File: src/shared/tpc_defines.svh
// Purpose: Offsets, field positions, reset values and fixed counts for the timer prescaler and compare outputs.
// Assumes: Included by its bare name wherever one of these names is used.
// Notes:   Byte addresses are for a 32-bit register bus, one aligned word per register.
`ifndef TPC_DEFINES_SVH
`define TPC_DEFINES_SVH

// Register byte addresses.
`define TPC_OFF_CTRL_A      32'h0000_00b0
`define TPC_OFF_CTRL_B      32'h0000_00b4
`define TPC_OFF_CMP_A       32'h0000_00b8
`define TPC_OFF_CMP_B       32'h0000_00bc
`define TPC_OFF_ASYNC_STAT  32'h0000_00c0
`define TPC_OFF_GEN_CTRL    32'h0000_00c4
`define TPC_OFF_COUNT       32'h0000_00c8

// Reset values.
`define TPC_RST_BYTE        8'h00
`define TPC_RST_WORD        32'h0000_0000

// Control register A fields.
`define TPC_COMA_MSB        7
`define TPC_COMA_LSB        6
`define TPC_COMB_MSB        5
`define TPC_COMB_LSB        4
`define TPC_WGML_MSB        1
`define TPC_WGML_LSB        0
`define TPC_CTRL_A_WMASK    8'hf3

// Control register B fields.
`define TPC_FORCE_A_BIT     7
`define TPC_FORCE_B_BIT     6
`define TPC_WGM_TOP_BIT     3
`define TPC_CS_MSB          2
`define TPC_CS_LSB          0

// Asynchronous status and general control fields.
`define TPC_EXTERNAL_CLOCK_ENABLE_BIT       6
`define TPC_ASYNC_BIT       5
`define TPC_PSR_BIT         1

// Counter limits.
`define TPC_MAX             8'hff
`define TPC_BOTTOM          8'h00

// Compare output mode codes.
`define TPC_COM_OFF         2'h0
`define TPC_COM_TOGGLE      2'h1
`define TPC_COM_CLEAR       2'h2
`define TPC_COM_SET         2'h3

// Prescaler depth and clock-select codes.
`define TPC_DIV_BITS        10
`define TPC_CS_STOP         3'h0
`define TPC_CS_DIRECT       3'h1
`define TPC_CS_FIRST_TAP    3'h2

`endif

File: src/shared/tpc_pkg.sv
// Purpose: Types shared by the timer prescaler and compare-output block.
// Assumes: Offsets and field positions live in tpc_defines.svh.
// Notes:   Waveform kinds follow the three-bit waveform mode value.
package tpc_pkg;

	// Three-bit waveform mode values.
	typedef enum logic [2:0] {
		WGM_NORMAL    = 3'h0,
		WGM_PHASE_FF  = 3'h1,
		WGM_CTC       = 3'h2,
		WGM_FAST_FF   = 3'h3,
		WGM_RSVD4     = 3'h4,
		WGM_PHASE_CMP = 3'h5,
		WGM_RSVD6     = 3'h6,
		WGM_FAST_CMP  = 3'h7
	} tpc_wgm_t;

	// Bus slave states.
	typedef enum {ST_IDLE, ST_WRITE, ST_READ_WAIT, ST_READ_DONE} tpc_bus_st_t;

	// One compare output pin as seen by the port logic.
	typedef struct packed {
		logic value;
		logic oe;
		logic override_port;
	} tpc_pin_t;

	// Oscillator pin control group.
	typedef struct packed {
		logic pins_detach;
		logic crystal_enable;
		logic ext_buf_enable;
	} tpc_osc_ctl_t;

endpackage : tpc_pkg

File: src/design/tpc_prescaler.sv
// Purpose: Free-running prescaler producing one-cycle count enables from the source clock ticks.
// Assumes: src_tick is a one-cycle pulse on hclk, one per source clock period.
// Notes:   A reset strobe clears the divider so that the next divided tick has a known phase.
`timescale 1ns/1ps
`include "tpc_defines.svh"

module tpc_prescaler #(
	parameter int DIV_BITS = `TPC_DIV_BITS
) (
	input  wire logic       hclk,
	input  wire logic       hresetn,
	input  wire logic       ce,
	input  wire logic       src_tick,
	input  wire logic       psr,
	input  wire logic [2:0] clock_select_field,
	output logic            count_enable
);
	import tpc_pkg::*;

	localparam int NTAP = 6;
	localparam int TAP_BITS [NTAP] = '{3, 5, 6, 7, 8, 10};

	logic [DIV_BITS-1:0] div_r;
	logic [DIV_BITS-1:0] div_nxt;
	logic [NTAP-1:0]     tap_tick;
	logic [2:0]          tap_sel;

	// Divider advances once per source tick; the reset strobe wins over counting.
	always_comb begin
		div_nxt = div_r;
		if (psr) begin
			div_nxt = '0;
		end else if (src_tick) begin
			div_nxt = div_r + {{(DIV_BITS-1){1'b0}}, 1'b1};
		end
	end

	always_ff @(posedge hclk or negedge hresetn) begin
		if (!hresetn) begin
			div_r <= '0;
		end else if (ce) begin
			div_r <= div_nxt;
		end
	end

	// Each tap fires when its low divider bits are all ones, so /8 ... /1024 come from one counter.
	genvar gi;
	generate
		for (gi = 0; gi < NTAP; gi++) begin : g_tap
			assign tap_tick[gi] = src_tick & !psr & (&div_r[TAP_BITS[gi]-1:0]);
		end
	endgenerate

	assign tap_sel = clock_select_field - `TPC_CS_FIRST_TAP;

	// Clock-select decode: stop, undivided, or one of the six taps.
	always_comb begin
		case (clock_select_field)
			`TPC_CS_STOP:   count_enable = 1'b0;
			`TPC_CS_DIRECT: count_enable = src_tick;
			default:        count_enable = tap_tick[tap_sel];
		endcase
	end

endmodule : tpc_prescaler

File: src/design/tpc_top.sv
// Purpose: Timer clock-source selection, prescaler and two compare-output channels behind an AHB-Lite slave.
// Assumes: hclk is the I/O clock; timer_osc_in is an asynchronous pin; direction bits come from port logic on hclk.
// Notes:   The oscillator pin is synchronised and edge detected, so it must run below a quarter of hclk.
//
// Overview of operation
// After reset the timer runs from the I/O clock.
// Asynchronous-select set makes the oscillator pin the timer source clock.
// Asynchronous-select set detaches both oscillator pins from their port function.
// External-clock-enable accepts an applied clock instead of running the crystal.
// Prescaler offers /8, /32, /64, /128, /256, /1024, undivided and stop.
// Writing one to prescaler reset clears the prescaler count.
// Control A: chan A mode 7:6, chan B 5:4, waveform low 1:0, 3:2 zero.
// Nonzero output mode overrides the port; pin driven only if direction is output.
// Non-PWM: 00 off, 01 toggle, 10 clear, 11 set on match.
// Fast PWM chan A: 01 toggles only with top bit; 10/11 clear/set, inverse at BOTTOM.
// Fast PWM chan B: 01 reserved; 10 and 11 as non-inverting and inverting.
// Fast PWM, compare equals TOP with mode high bit: ignore match, act at BOTTOM.
// Phase-correct chan A: 10 clear up set down, 11 reverse, 01 toggles with top bit.
// Phase-correct chan B: 01 reserved, 10/11 like chan A, 00 off.
// Phase-correct, compare equals TOP with mode high bit: ignore match, act at TOP.
// Waveform modes 0 normal, 1/5 phase, 2 CTC, 3/7 fast; 4 and 6 reserved.
// Clock select 000 stop, 001 undivided, 010..111 /8 to /1024.
// Prescaler is a free counter giving one-cycle count enables at the chosen ratio.
`timescale 1ns/1ps
`include "tpc_defines.svh"

module tpc_top (
	input  wire logic          hclk,
	input  wire logic          hresetn,
	input  wire logic          ce,
	input  wire logic          hsel,
	input  wire logic [31:0]   haddr,
	input  wire logic [1:0]    htrans,
	input  wire logic          hwrite,
	input  wire logic [2:0]    hsize,
	input  wire logic [31:0]   hwdata,
	input  wire logic          hready,
	output logic               hreadyout,
	output logic [31:0]        hrdata,
	output logic               hresp,
	input  wire logic          timer_osc_in,
	input  wire logic          dir_out_a,
	input  wire logic          dir_out_b,
	output tpc_pkg::tpc_pin_t  compare_out_a,
	output tpc_pkg::tpc_pin_t  compare_out_b,
	output tpc_pkg::tpc_osc_ctl_t osc_ctl
);
	import tpc_pkg::*;

	tpc_bus_st_t st_r, st_nxt;
	logic [31:0] addr_r, addr_nxt;
	logic [31:0] hrdata_r, hrdata_nxt;
	logic [31:0] rd_mux;
	logic        take;
	logic        wr_do;

	logic [7:0]  ctrl_a_r, ctrl_a_nxt;
	logic        wgm_top_r, wgm_top_nxt;
	logic [2:0]  cs_r, cs_nxt;
	logic [7:0]  cmp_a_r, cmp_a_nxt;
	logic [7:0]  cmp_b_r, cmp_b_nxt;
	logic        external_clock_enable_r, external_clock_enable_nxt;
	logic        async_r, async_nxt;
	logic        psr;
	logic [1:0]  force_cmp;

	logic        osc_s1_r, osc_s2_r, osc_s3_r;
	logic        src_tick;
	logic        cnt_en;

	logic [7:0]  cnt_r, cnt_nxt;
	logic        up_r, up_nxt;
	logic        block_r, block_nxt;
	logic [7:0]  top;
	logic        at_top;
	tpc_wgm_t    wgm;
	logic        is_fast;
	logic        is_phase;

	logic [1:0]  com [2];
	logic [7:0]  cmp [2];
	logic [1:0]  oc_r;
	logic [1:0]  oc_nxt;
	logic [1:0]  ovr;
	logic [1:0]  dir_bit;

	// Bus takes an address phase only when the slave is selected, the transfer is real and the bus is ready.
	assign take  = ce & hsel & htrans[1] & hready;
	assign wr_do = ce & (st_r == ST_WRITE);
	assign hresp = 1'b0;
	assign hrdata = hrdata_r;

	// Reads spend one wait cycle so that read data leave a flip-flop and see any write just before.
	assign hreadyout = (st_r != ST_READ_WAIT);

	// Read mux over the register state; reserved and unmapped words read as zero.
	always_comb begin
		case (addr_r)
			`TPC_OFF_CTRL_A:     rd_mux = {24'h00_0000, ctrl_a_r};
			`TPC_OFF_CTRL_B:     rd_mux = {28'h000_0000, wgm_top_r, cs_r};
			`TPC_OFF_CMP_A:      rd_mux = {24'h00_0000, cmp_a_r};
			`TPC_OFF_CMP_B:      rd_mux = {24'h00_0000, cmp_b_r};
			`TPC_OFF_ASYNC_STAT: rd_mux = {25'h000_0000, external_clock_enable_r, async_r, 5'h00};
			`TPC_OFF_COUNT:      rd_mux = {24'h00_0000, cnt_r};
			default:             rd_mux = `TPC_RST_WORD;
		endcase
	end

	// Bus state machine next values.
	always_comb begin
		st_nxt     = st_r;
		addr_nxt   = addr_r;
		hrdata_nxt = hrdata_r;
		case (st_r)
			ST_READ_WAIT: begin
				hrdata_nxt = rd_mux;
				st_nxt     = ST_READ_DONE;
			end
			default: begin
				if (take) begin
					addr_nxt = haddr;
					st_nxt   = hwrite ? ST_WRITE : ST_READ_WAIT;
				end else begin
					st_nxt = ST_IDLE;
				end
			end
		endcase
	end

	always_ff @(posedge hclk or negedge hresetn) begin
		if (!hresetn) begin
			st_r     <= ST_IDLE;
			addr_r   <= `TPC_RST_WORD;
			hrdata_r <= `TPC_RST_WORD;
		end else if (ce) begin
			st_r     <= st_nxt;
			addr_r   <= addr_nxt;
			hrdata_r <= hrdata_nxt;
		end
	end

	// Strobes raised by a write: prescaler reset and forced compares, which read back as zero.
	assign psr          = wr_do & (addr_r == `TPC_OFF_GEN_CTRL) & hwdata[`TPC_PSR_BIT];
	assign force_cmp[0] = wr_do & (addr_r == `TPC_OFF_CTRL_B) & hwdata[`TPC_FORCE_A_BIT];
	assign force_cmp[1] = wr_do & (addr_r == `TPC_OFF_CTRL_B) & hwdata[`TPC_FORCE_B_BIT];

	// Configuration registers; bits 3:2 of control A stay zero.
	always_comb begin
		ctrl_a_nxt  = ctrl_a_r;
		wgm_top_nxt = wgm_top_r;
		cs_nxt      = cs_r;
		cmp_a_nxt   = cmp_a_r;
		cmp_b_nxt   = cmp_b_r;
		external_clock_enable_nxt   = external_clock_enable_r;
		async_nxt   = async_r;
		if (wr_do) begin
			case (addr_r)
				`TPC_OFF_CTRL_A: ctrl_a_nxt = hwdata[7:0] & `TPC_CTRL_A_WMASK;
				`TPC_OFF_CTRL_B: begin
					wgm_top_nxt = hwdata[`TPC_WGM_TOP_BIT];
					cs_nxt      = hwdata[`TPC_CS_MSB:`TPC_CS_LSB];
				end
				`TPC_OFF_CMP_A: cmp_a_nxt = hwdata[7:0];
				`TPC_OFF_CMP_B: cmp_b_nxt = hwdata[7:0];
				`TPC_OFF_ASYNC_STAT: begin
					external_clock_enable_nxt = hwdata[`TPC_EXTERNAL_CLOCK_ENABLE_BIT];
					async_nxt = hwdata[`TPC_ASYNC_BIT];
				end
				default: begin
				end
			endcase
		end
	end

	// Reset leaves the asynchronous select clear, so the I/O clock is the source.
	always_ff @(posedge hclk or negedge hresetn) begin
		if (!hresetn) begin
			ctrl_a_r  <= `TPC_RST_BYTE;
			wgm_top_r <= 1'b0;
			cs_r      <= `TPC_CS_STOP;
			cmp_a_r   <= `TPC_RST_BYTE;
			cmp_b_r   <= `TPC_RST_BYTE;
			external_clock_enable_r   <= 1'b0;
			async_r   <= 1'b0;
		end else if (ce) begin
			ctrl_a_r  <= ctrl_a_nxt;
			wgm_top_r <= wgm_top_nxt;
			cs_r      <= cs_nxt;
			cmp_a_r   <= cmp_a_nxt;
			cmp_b_r   <= cmp_b_nxt;
			external_clock_enable_r   <= external_clock_enable_nxt;
			async_r   <= async_nxt;
		end
	end

	// Oscillator pin control: detach under async, crystal only without the external clock.
	assign osc_ctl.pins_detach    = async_r;
	assign osc_ctl.crystal_enable = async_r & !external_clock_enable_r;
	assign osc_ctl.ext_buf_enable = async_r & external_clock_enable_r;

	// Two-flop synchroniser on the oscillator pin; the third flop only serves the edge detect.
	always_ff @(posedge hclk or negedge hresetn) begin
		if (!hresetn) begin
			osc_s1_r <= 1'b0;
			osc_s2_r <= 1'b0;
			osc_s3_r <= 1'b0;
		end else if (ce) begin
			osc_s1_r <= timer_osc_in;
			osc_s2_r <= osc_s1_r;
			osc_s3_r <= osc_s2_r;
		end
	end

	// Source clock as a tick: every I/O clock, or each rising oscillator edge under async.
	assign src_tick = async_r ? (osc_s2_r & !osc_s3_r) : 1'b1;

	tpc_prescaler #(
		.DIV_BITS (`TPC_DIV_BITS)
	) u_prescaler (
		.hclk               (hclk),
		.hresetn            (hresetn),
		.ce                 (ce),
		.src_tick           (src_tick),
		.psr                (psr),
		.clock_select_field (cs_r),
		.count_enable       (cnt_en)
	);

	// Waveform decode and TOP; reserved modes count as normal with non-PWM outputs.
	assign wgm      = tpc_wgm_t'({wgm_top_r, ctrl_a_r[`TPC_WGML_MSB:`TPC_WGML_LSB]});
	assign is_fast  = (wgm == WGM_FAST_FF) | (wgm == WGM_FAST_CMP);
	assign is_phase = (wgm == WGM_PHASE_FF) | (wgm == WGM_PHASE_CMP);
	assign top      = ((wgm == WGM_CTC) | (wgm == WGM_PHASE_CMP) | (wgm == WGM_FAST_CMP)) ? cmp_a_r : `TPC_MAX;
	assign at_top   = (cnt_r == top);

	// Counter: wraps after TOP, or runs up and down in phase-correct mode; a write blocks the next match.
	always_comb begin
		cnt_nxt   = cnt_r;
		up_nxt    = up_r;
		block_nxt = block_r;
		if (cnt_en) begin
			block_nxt = 1'b0;
			if (is_phase) begin
				if (up_r) begin
					up_nxt  = !at_top;
					cnt_nxt = at_top ? cnt_r - 8'h01 : cnt_r + 8'h01;
				end else begin
					up_nxt  = (cnt_r == `TPC_BOTTOM);
					cnt_nxt = up_nxt ? cnt_r + 8'h01 : cnt_r - 8'h01;
				end
			end else begin
				up_nxt  = 1'b1;
				cnt_nxt = at_top ? `TPC_BOTTOM : cnt_r + 8'h01;
			end
		end
		if (wr_do && (addr_r == `TPC_OFF_COUNT)) begin
			cnt_nxt   = hwdata[7:0];
			block_nxt = 1'b1;
		end
	end

	always_ff @(posedge hclk or negedge hresetn) begin
		if (!hresetn) begin
			cnt_r   <= `TPC_BOTTOM;
			up_r    <= 1'b1;
			block_r <= 1'b0;
		end else if (ce) begin
			cnt_r   <= cnt_nxt;
			up_r    <= up_nxt;
			block_r <= block_nxt;
		end
	end

	assign com[0]     = ctrl_a_r[`TPC_COMA_MSB:`TPC_COMA_LSB];
	assign com[1]     = ctrl_a_r[`TPC_COMB_MSB:`TPC_COMB_LSB];
	assign cmp[0]     = cmp_a_r;
	assign cmp[1]     = cmp_b_r;
	assign dir_bit[0] = dir_out_a;
	assign dir_bit[1] = dir_out_b;

	// One compare-output unit per channel; channel 0 is A, which alone may toggle in PWM modes.
	genvar gc;
	generate
		for (gc = 0; gc < 2; gc++) begin : g_chan
			logic match;
			logic special;
			logic may_toggle;

			assign match      = cnt_en & !block_r & (cnt_r == cmp[gc]);
			assign special    = com[gc][1] & (cmp[gc] == top);
			assign may_toggle = (gc == 0) & wgm_top_r;

			// Port override, except channel A code 01 in PWM without the top bit, which disconnects.
			assign ovr[gc] = (com[gc] != `TPC_COM_OFF) &
				!((gc == 0) & (is_fast | is_phase) & (com[gc] == `TPC_COM_TOGGLE) & !wgm_top_r);

			// Output action per waveform family; BOTTOM and TOP actions follow the match so they win.
			always_comb begin
				oc_nxt[gc] = oc_r[gc];
				if (is_fast) begin
					if (match && !special) begin
						case (com[gc])
							`TPC_COM_TOGGLE: oc_nxt[gc] = may_toggle ? !oc_r[gc] : oc_r[gc];
							`TPC_COM_CLEAR:  oc_nxt[gc] = 1'b0;
							`TPC_COM_SET:    oc_nxt[gc] = 1'b1;
							default:         oc_nxt[gc] = oc_r[gc];
						endcase
					end
					if (cnt_en && at_top && com[gc][1]) begin
						oc_nxt[gc] = !com[gc][0];
					end
				end else if (is_phase) begin
					if (match && !special) begin
						case (com[gc])
							`TPC_COM_TOGGLE: oc_nxt[gc] = may_toggle ? !oc_r[gc] : oc_r[gc];
							`TPC_COM_CLEAR:  oc_nxt[gc] = !up_r;
							`TPC_COM_SET:    oc_nxt[gc] = up_r;
							default:         oc_nxt[gc] = oc_r[gc];
						endcase
					end
					if (special && cnt_en && at_top && up_r) begin
						oc_nxt[gc] = !com[gc][0];
					end
				end else if (match || force_cmp[gc]) begin
					case (com[gc])
						`TPC_COM_TOGGLE: oc_nxt[gc] = !oc_r[gc];
						`TPC_COM_CLEAR:  oc_nxt[gc] = 1'b0;
						`TPC_COM_SET:    oc_nxt[gc] = 1'b1;
						default:         oc_nxt[gc] = oc_r[gc];
					endcase
				end
			end

			always_ff @(posedge hclk or negedge hresetn) begin
				if (!hresetn) begin
					oc_r[gc] <= 1'b0;
				end else if (ce) begin
					oc_r[gc] <= oc_nxt[gc];
				end
			end
		end
	endgenerate

	// Pin view: the driver is enabled only when the override is on and direction is output.
	assign compare_out_a.value         = oc_r[0];
	assign compare_out_a.override_port = ovr[0];
	assign compare_out_a.oe            = ovr[0] & dir_bit[0];
	assign compare_out_b.value         = oc_r[1];
	assign compare_out_b.override_port = ovr[1];
	assign compare_out_b.oe            = ovr[1] & dir_bit[1];

endmodule : tpc_top

File: config.mk
export PLATFORM = sky130hd
export DESIGN_NAME = tpc_top
export DESIGN_NICKNAME = d
export VERILOG_FILES = /design/src/shared/tpc_pkg.sv /design/src/design/tpc_prescaler.sv /design/src/design/tpc_top.sv
export VERILOG_INCLUDE_DIRS = /design/src /design/src/shared
export SDC_FILE = /design/constraint.sdc
export NUM_CORES = 1
export LEC_CHECK = 0
export BUFFER_PORTS_ARGS = -buffer_cell sky130_fd_sc_hd__buf_4
export CORE_MARGIN = 2
export CORE_UTILIZATION = 25
export CTS_BUF_LIST = sky130_fd_sc_hd__clkbuf_16
export DETAILED_ROUTE_END_ITERATION = 8
export PLACE_DENSITY = 0.45
export SYNTH_ARGS = -nofsm -noshare
export SYNTH_HDL_FRONTEND = slang
export SYNTH_SLANG_ARGS = --single-unit
File: constraint.sdc
create_clock -name hclk -period 2.2 [get_ports hclk]
set_input_delay 0.11 -clock hclk [delete_from_list [all_inputs] [get_ports hclk]]
set_output_delay 0.11 -clock hclk [all_outputs]
set_load 0.05 [all_outputs]
== Word level (Yosys, flattened, before mapping) ==
Index checks and enable logic that the tools add are counted.
Word-level totals
  logic and storage cells: 193
  register bits: 149
Operators by class
  reductions and logical operators: 57
  eq/ne operators: 34
  $lt $le $gt $ge: 1
  mux-type cells: 43
  add/sub/neg operators: 4
  bitwise operators: 35
Operators by type and width (number)
  $eq A32 B8 Y1 const B: 7
  $eq A32 B2 Y1 const B: 2
  $mux W8: 8
  $pmux W8 S6: 1
  $eq A8 B8 Y1: 5
  $mux W32: 1
  $ne A32 B3 Y1 const B: 1
  $and A1 B1 Y1: 29
  $mux W1: 21
  $reduce_and A3 Y1: 7
  $reduce_and A7 Y1: 3
  $mux W10: 2
  $reduce_bool A5 Y1: 3
  $logic_not A1 Y1: 14
  $logic_and A1 B1 Y1: 12
  $pmux W1 S3: 4
  $add A10 B1 Y10 const B: 1
  $reduce_and A10 Y1: 1
  $add A8 B1 Y8 const B: 1
  $eq A2 B2 Y1 const B: 4
  $logic_not A8 Y1: 1
  $ne A4 B2 Y1 const B: 2
  $reduce_and A2 Y1: 4
  $reduce_and A8 Y1: 1
  22 further kinds: 39

== Longest topological paths before layout ==
Gate-level depths: netlist of the first run.
  depth after elaboration: 17
  mapped depth: 12

== Hierarchy ==
Synthesis of the first run repeated with hierarchy kept, for this count alone.
Second synthesis, totals
  cell total of the unflattened synthesis: 623
  area total of the unflattened synthesis: 6080.8 um^2
Modules (own cells, without submodules)
  tpc_top: area each 5452.7 um^2, cells an instance 558, sequential area each 2128.3 um^2, times used 1
  tpc_prescaler: area each 628.1 um^2, cells an instance 65, sequential area each 250.2 um^2, times used 1

== Worst setup path after synthesis of the first run ==
OpenSTA, ideal clock, no wires.
  path kind: register -> register
  start: register u_prescaler.div_r[0]
  end: register oc_r[1], in the netlist compare_out_b[2]
  slack: -214 ps
  path buffers: 0
  required time: 2075 ps
  arrival time: 2289 ps
  stages on the path, launching flop included: 12
  library setup time: 125 ps
  cell sequence: dfrtp_1 -> ha_1 -> and3_1 -> ha_1 -> mux2i_1 -> o31ai_1 -> a32oi_1 -> a21oi_1 -> nand3_1 -> o31ai_1 -> o211ai_1 -> mux2_4
On the way
  longest elaborated chain between the ends: 11
Ends and longest elaborated chain
  start, declared: RTL line tpc_prescaler.sv:23  | logic [DIV_BITS-1:0] div_r;
  start signal, assigned: RTL line tpc_prescaler.sv:42  | div_r <= div_nxt;
  $reduce_and A10 Y1, or another cell as far along: RTL line tpc_prescaler.sv:50  | assign tap_tick[gi] = src_tick & !psr & (&div_r[TAP_BITS[gi]-1:0]);
  $and A1 B1 Y1: RTL line tpc_prescaler.sv:50
  $bmux W1 S3 *: RTL line tpc_prescaler.sv:61  | default: count_enable = tap_tick[tap_sel];
  $mux W1 (not written as such) *: RTL line tpc_prescaler.sv:61
  $pmux W1 S2 *: RTL line tpc_prescaler.sv:58  | case (clock_select_field)
  parallel branches: the longest is 6 deep, another holds $reduce_and A7 Y1
  end signal, assigned by index: RTL line tpc_top.sv:338  | oc_r[gc] <= oc_nxt[gc];
  end, declared: RTL line tpc_top.sv:82  | logic [1:0] oc_r;
Every way passes the cells marked *. The select of a mux whose other input is x is not followed.
A chain may end at the register's enable or synchronous reset.

== Worst setup path after layout of the first run ==
  start: register u_prescaler.div_r[0]
  end: register oc_r[0], in the netlist compare_out_a[2]
Same word-level chain as after synthesis.

==> results of run 1 <==
==> per-stage QoR <==
stage / area (sq um) / setup WS, ps / setup TNS (ps) / power [mW]
6_report: 9140 / -387 / -4240 / 4.83
5_1_grt: 9140 / -549 / -8910 / 5.09
4_1_cts: 8740 / -421 / -3280 / 4.83
3_5_place_dp: 7810 / -412 / -10070 / 3.05
3_3_place_gp: 7810 / -398 / -9540 / 3.05
2_1_floorplan: 6250 / -124 / -1220 / 2.65
==> cell families after synthesis <==
group / synth area share
other cells: 0.000616
compound gates: 0.136
simple gates: 0.188
buf+inv: 0.0724
xor+xnor: 0.0417
flops: 0.391
mux: 0.148
fa+ha+maj: 0.0226
==> timing repair <==
item / CTS / global route
hold endpoints to repair: 64 / 0
pin swaps: 20 / 35
gates cloned: 0 / 0
gates resized for setup: 39 / 63
hold buffers: 35 / 0
setup buffers: 10 / 11
endpoints found under the setup margin: 46 / 48
==> cell type report <==
| class | instances | area (sq um) |
|---|---|---|
| multi-input cells | 466 | 3830 |
| well taps | 324 | 405 |
| repair buffers | 250 | 2120 |
| flip-flops and latches | 95 | 2380 |
| clock inverters | 7 | 96.3 |
| fillers | 2462 | 15000 |
| inverters | 21 | 78.8 |
| clock buffers | 9 | 225 |
==> placed cells by master, fill, tap and decap left out, types with 6 or more instances in the layout <==
master / instances
buf_12: 7
mux2_2: 42
buf_4: 190
a22oi_1: 6
buf_6: 18
nor2b_1: 6
nor2_1: 41
dlygate4sd3_1: 35
mux2i_1: 10
nand4_1: 12
nand2_1: 47
o211ai_1: 7
a31oi_1: 7
ha_1: 9
a21o_1: 7
o21ai_1: 6
xnor2_1: 14
xor2_1: 13
conb_1: 25
nand3_1: 14
dfrtp_1: 94
o21ai_0: 12
mux2_4: 22
nand2b_1: 6
a21oi_1: 14
clkbuf_16: 9
inv_1: 21
nor4_4: 6
==> worst paths after layout <==
check | start | endpoint | cells after the start
worst max-delay path | u_prescaler.div_r[0] | compare_out_a[2] | 11
worst min-delay path | hwdata[7] | ctrl_a_r[7] | 3
worst max register to register | u_prescaler.div_r[0] | compare_out_a[2] | 11
worst min register to register | st_r[1] | st_r[1] | 2
max in group asynchronous | hresetn | up_r | 3
min in group asynchronous | hresetn | addr_r[13] | 2
==> registers in the layout (all words and copies together) (netlist names), 2 cells and up <==
name and cells:
cs_r 3, cmp_b_r 8, cmp_a_r 8, cnt_r 8, hrdata 8, u_prescaler.div_r 10
addr_r 32, ctrl_a_r 6, st_r 2
==> power groups by stage <==
| stage | clock network [mW] | logic, mW | registers, mW |
|---|---|---|---|
| 2_1_floorplan | 0 | 0.537 | 2.11 |
| 3_3_place_gp | 0 | 0.918 | 2.13 |
| 3_5_place_dp | 0 | 0.923 | 2.13 |
| 4_1_cts | 1.74 | 0.987 | 2.10 |
| 5_1_grt | 1.80 | 1.13 | 2.17 |
| 6_report | 1.68 | 1.02 | 2.13 |
==> worst max-delay path: cells and delay by family (launching register included) <==
| family | cells | cell delay (ps) |
|---|---|---|
| simple gates | 2 | 320 |
| mux | 2 | 380 |
| fa+ha+maj | 2 | 300 |
| flops | 1 | 360 |
| compound gates | 5 | 1110 |
==> metal layers <==
| metal | wire [um] | GRT usage | vias to the layer above |
|---|---|---|---|
| met5 | 0 | 0 | - |
| met3 | 650 | 0.0234 | 24 |
| li1 | - | - | 2635 |
| met2 | 9470 | 0.250 | 123 |
| met1 | 8860 | 0.207 | 2672 |
| met4 | 453 | 0.0545 | 0 |
==> out/qor.yml, run 1 <==
status:
  status: "complete, but fails checks"
  violations: "setup timing"
die:
  start_util: 0.252
  ioPinCount: 121
  dieArea_sq_um: 25600
  die_h_um: 160
  rows: 57
  coreArea_sq_um: 24100
  die_x_um: 160
clock_network:
  path_clk_slew_ps: 80
  cts_tree: "done"
  cts_sinks: 95
  htreeDepth: 3
  cts_root_buffer: "clkbuf_16"
  numCtsBuffers: 9
  ctsLongestPathBuffers: 2
  clkLatencyLatePin_ps: 360
power_and_ir_drop:
  power_frac_seq: 0.441
  p_leak_nw: 4.10
  ir_worst_vdd_uv: 415
  power_frac_clock: 0.348
  pwr-share-comb: 0.211
  internal-power_mw: 3.33
  swShare: 0.310
  powerDensity_nw_per_um2: 528
  p_sw_mw: 1.50
cells_and_area:
  drive_above_1_share: 0.445
  fin_util: 0.379
  area_growth_pct: 50.2
  n_antenna_cell: 0
  finalNonFillerCells: 1172
  nNetsFinal: 932
worst_setup_path:
  crit_fanout: 2
  path_class: "reg -> reg"
  critPathMaxStageDelay_ps: 360
  worstPathArrival_ps: 2840
  end_kind: "flop"
  startpoint_type: "flop"
  crit_path_top_delay_cell: "dfrtp_1"
  crit_chain: "ha_2 -> and3_4 -> ha_4 -> mux2i_2 -> o31ai_2 -> a32oi_2 -> a2111oi_4 -> nand2_1 -> a31oi_1 -> o221ai_1 -> mux2_1"
  reg2reg_slack_ps: -390
  worstPathRequired_ps: 2450
synthesis:
  synth.distinct_cells: 71
  ys_seq_area_frac: 0.391
  synthCells: 620
  synth_top_area_frac: 0.387
  synth_commonest_cells: "94 x dfrtp_1, 53 x nand2_1, 46 x mux2_2, 46 x nor2_1, 28 x buf_4"
  ys.flop_type: "dfrtp_1"
  syn-cell-area_sq_um: 6080
  synth.area.top_cells: "dfrtp_1 39%, mux2_2 8.5%, mux2_4 3.7%"
  yosysMostFrequentCell: "dfrtp_1"
  ys_ff_latch: 95
  async_flop_share: 1.00
  yosysWarnings: 0
  synth_top_cell_by_area: "dfrtp_1"
  syn_avg_cell_area_sq_um: 9.81
  synth-edff-count: 0
sta:
  hold_viol: 0
  worst_clock_skew_ps: 13.1
  drv_slew: 0
  rsz0062_at_grt: "true"
  worst_slew_pin_slew_ps: 571
  max_freq_mhz: 387
  max_slew_margin: 0.619
  fin_crit_sh: 1.18
  setup_viol: 31
  whs_ps: 50.6
  min_period_ps: 2590
  layout_setup_ws_ps: -387
placement:
  io_buffers: 67
  dp_cells: 1100
  gp_congestion: 0.802
  dp_hpwl_um: 14300
detailed_routing:
  routedWlPerCell_um: 16.6
  firstDrtPassIters: 5
  wl_um: 19400
  remaining_drc_errors: 0
  vias_per_cell: 4.65
  ant_nets: 0
  drt_iter0_drc: 270
  dr_total_vias: 5454
hold_path:
  hold_path.class: "in -> reg"
run:
  drv_cap: 0
global_route:
  grt_usage: 0.153
  antenna_found_initial: 0
  grt_overflow: 0
  grt_pass1_wl_um: 30800
  grt_max_degree: 50
  grt_pass1_vias: 5504
(Power assumes the default switching activity.)
==> run 2, diff against run 1 <==
==> constraint.sdc (replaced) <==
create_clock -name hclk -period 2.2 [get_ports hclk]
set_input_delay 0.44 -clock hclk [delete_from_list [all_inputs] [get_ports hclk]]
set_output_delay 0.44 -clock hclk [all_outputs]
set_load 0.05 [all_outputs]
==> out/qor.yml, run 2 (synthesized netlist as in run 1, its figures left out) <==
worst_setup_path:
  startpoint_type: "flop"
  reg2reg_slack_ps: -300
  rr_worst_depth: 13
  worstPathRequired_ps: 2440
  end_kind: "flop"
  worstPathArrival_ps: 2740
  r2r-start: "u_prescaler.div_r[0]"
  critPathMaxStageDelay_ps: 360
  crit_fanout: 7
  path_class: "reg -> reg"
  crit_chain: "ha_2 -> and3_4 -> ha_4 -> mux2i_1 -> o31ai_1 -> a32oi_1 -> buf_4 -> a21oi_4 -> nand3_2 -> buf_4 -> mux2i_1 -> o211ai_1 -> mux2_4"
  crit_path_top_delay_cell: "dfrtp_1"
  r2r_end: "compare_out_b[2]"
sta:
  fin_crit_sh: 1.14
  rsz0062_at_grt: "true"
  min_period_ps: 2500
  max_freq_mhz: 400
  worst_clock_skew_ps: 12.6
  worst_slew_pin_slew_ps: 575
  hold_viol: 0
  drv_slew: 0
  layout_setup_ws_ps: -303
  max_slew_margin: 0.617
  setup_viol: 35
placement:
  dp_hpwl_um: 13900
  dp_cells: 1104
  post-place-ws_ps: -447
  gp_congestion: 0.832
  io_buffers: 67
global_route:
  antenna_found_initial: 0
  grt_usage: 0.149
  grt_pass1_vias: 5277
  gr-usage-met2: 0.237
  grt_overflow: 0
  grt_max_degree: 96
  use_met1: 0.205
  top_usage_layer: "met2"
  grt_pass1_wl_um: 29800
  use_met3: 0.0314
power_and_ir_drop:
  power.total_mw: 4.84
  pwr-share-comb: 0.205
  power_frac_seq: 0.438
  internal-power_mw: 3.41
  ir_worst_vdd_uv: 353
  p_leak_nw: 3.90
  p_sw_mw: 1.43
  swShare: 0.295
  powerDensity_nw_per_um2: 562
  power_frac_clock: 0.357
die:
  dieArea_sq_um: 25600
  die_h_um: 160
  rows: 57
  die_x_um: 160
  coreArea_sq_um: 24100
  ioPinCount: 121
  start_util: 0.252
clock_network:
  clkLatencyLatePin_ps: 360
  path_clk_slew_ps: 80
  cts_hold_buffers: 0
  cts_root_buffer: "clkbuf_16"
  numCtsBuffers: 9
  htreeDepth: 3
  cts_sinks: 95
  ctsLongestPathBuffers: 2
  cts_tree: "done"
cells_and_area:
  mostFrequentLayoutCell: "buf_4"
  largest_register_ffs: 32
  n_fill_cell: 2529
  n_antenna_cell: 0
  final_cell_mix: "194 x buf_4, 91 x dfrtp_1, 50 x nand2_1"
  area_growth_pct: 41.3
  top_regs: "addr_r x32, u_prescaler.div_r x10"
  nNetsFinal: 895
  regMostFlops: "addr_r"
  drive_above_1_share: 0.435
  finalNonFillerCells: 1135
run:
  drv_cap: 0
detailed_routing:
  firstDrtPassIters: 4
  vias_per_cell: 4.64
  drt_iter0_drc: 323
  wl_um: 18700
  remaining_drc_errors: 0
  ant_nets: 0
  dr_total_vias: 5271
  routedWlPerCell_um: 16.4
status:
  violations: "setup timing"
  status: "complete, but fails checks"
hold_path:
  hold_path.class: "in -> async"
[run 2: changes by cell type in the layout (fill, tap and decap cells not counted), moves of 3 or more]
cell / before / now
a31oi_2: 3 / 0
dfrtp_1: 94 / 91
dfrtp_2: 0 / 3
dlygate4sd3_1: 35 / 0
buf_4: 190 / 194
o21ai_0: 12 / 16
buf_6: 18 / 14
nand2_1: 47 / 50
nor2_1: 41 / 45
o21ai_2: 5 / 1
[run 2: worst max-delay path, delay by kind of cell (launching register included)]
| kind | cells | cell delay, ps |
|---|---|---|
| AOI/OAI and AO/OA | 4 | 610 |
| adders and majority gates | 2 | 290 |
| muxes | 3 | 470 |
| and+or+nand+nor | 2 | 310 |
| DFF | 1 | 360 |
| buffers and inverters | 2 | 340 |
[run 2: metrics by stage]
stage	setup TNS [ps]	area (sq um)	hold WS, ps	utilization
after CTS	-5430	8450	164	0.351
after global placement	-7940	7870	469	0.326
after floorplan	-1200	6280	144	-
after global routing	-10310	8600	147	0.357
final	-5150	8600	106	0.357
after detailed placement	-8760	7870	472	0.326
[run 2: worst max-delay path by stage]
stage | start | slack [ps] | to
6_report | u_prescaler.div_r[0] | -300 | compare_out_b[2]
5_1_grt | u_prescaler.div_r[0] | -480 | cnt_r[6]
4_1_cts | u_prescaler.div_r[0] | -320 | compare_out_a[2]
3_5_place_dp | u_prescaler.div_r[1] | -450 | compare_out_a[2]
3_3_place_gp | u_prescaler.div_r[0] | -440 | compare_out_a[2]
2_1_floorplan | u_prescaler.div_r[0] | -140 | compare_out_b[2]
[run 2: layout make-up]
type,count,area [sq um],area share
inverter,21,78.8,0.00917
clock buffer,9,225,0.0262
clock inverter,7,101,0.0118
multi-input combinational,466,3690,0.429
tap,324,405,0.0471
sequential,95,2380,0.277
timing repair buffer,213,1710,0.199
[run 2: timing repair]
item                       CTS  global route
hold endpoints to repair     0             0
setup buffers                8             7
setup endpoints to repair   47            43
pin swaps                   24             8
resized for setup           40            21
[run 2: routing by layer]
metal / wire length, um / vias up
met5: 0 / -
met2: 8530 / 134
met3: 1060 / 19
met1: 8720 / 2552
li1: - / 2566
met4: 359 / 0
[run 2: power by group through the flow]
stage	Clock, mW	Sequential, mW	Combinational (mW)
2_1_floorplan	0	2.12	0.548
4_1_cts	1.79	2.11	0.994
5_1_grt	1.85	2.15	1.09
3_3_place_gp	0	2.13	0.955
6_report	1.73	2.12	0.990
3_5_place_dp	0	2.13	0.970
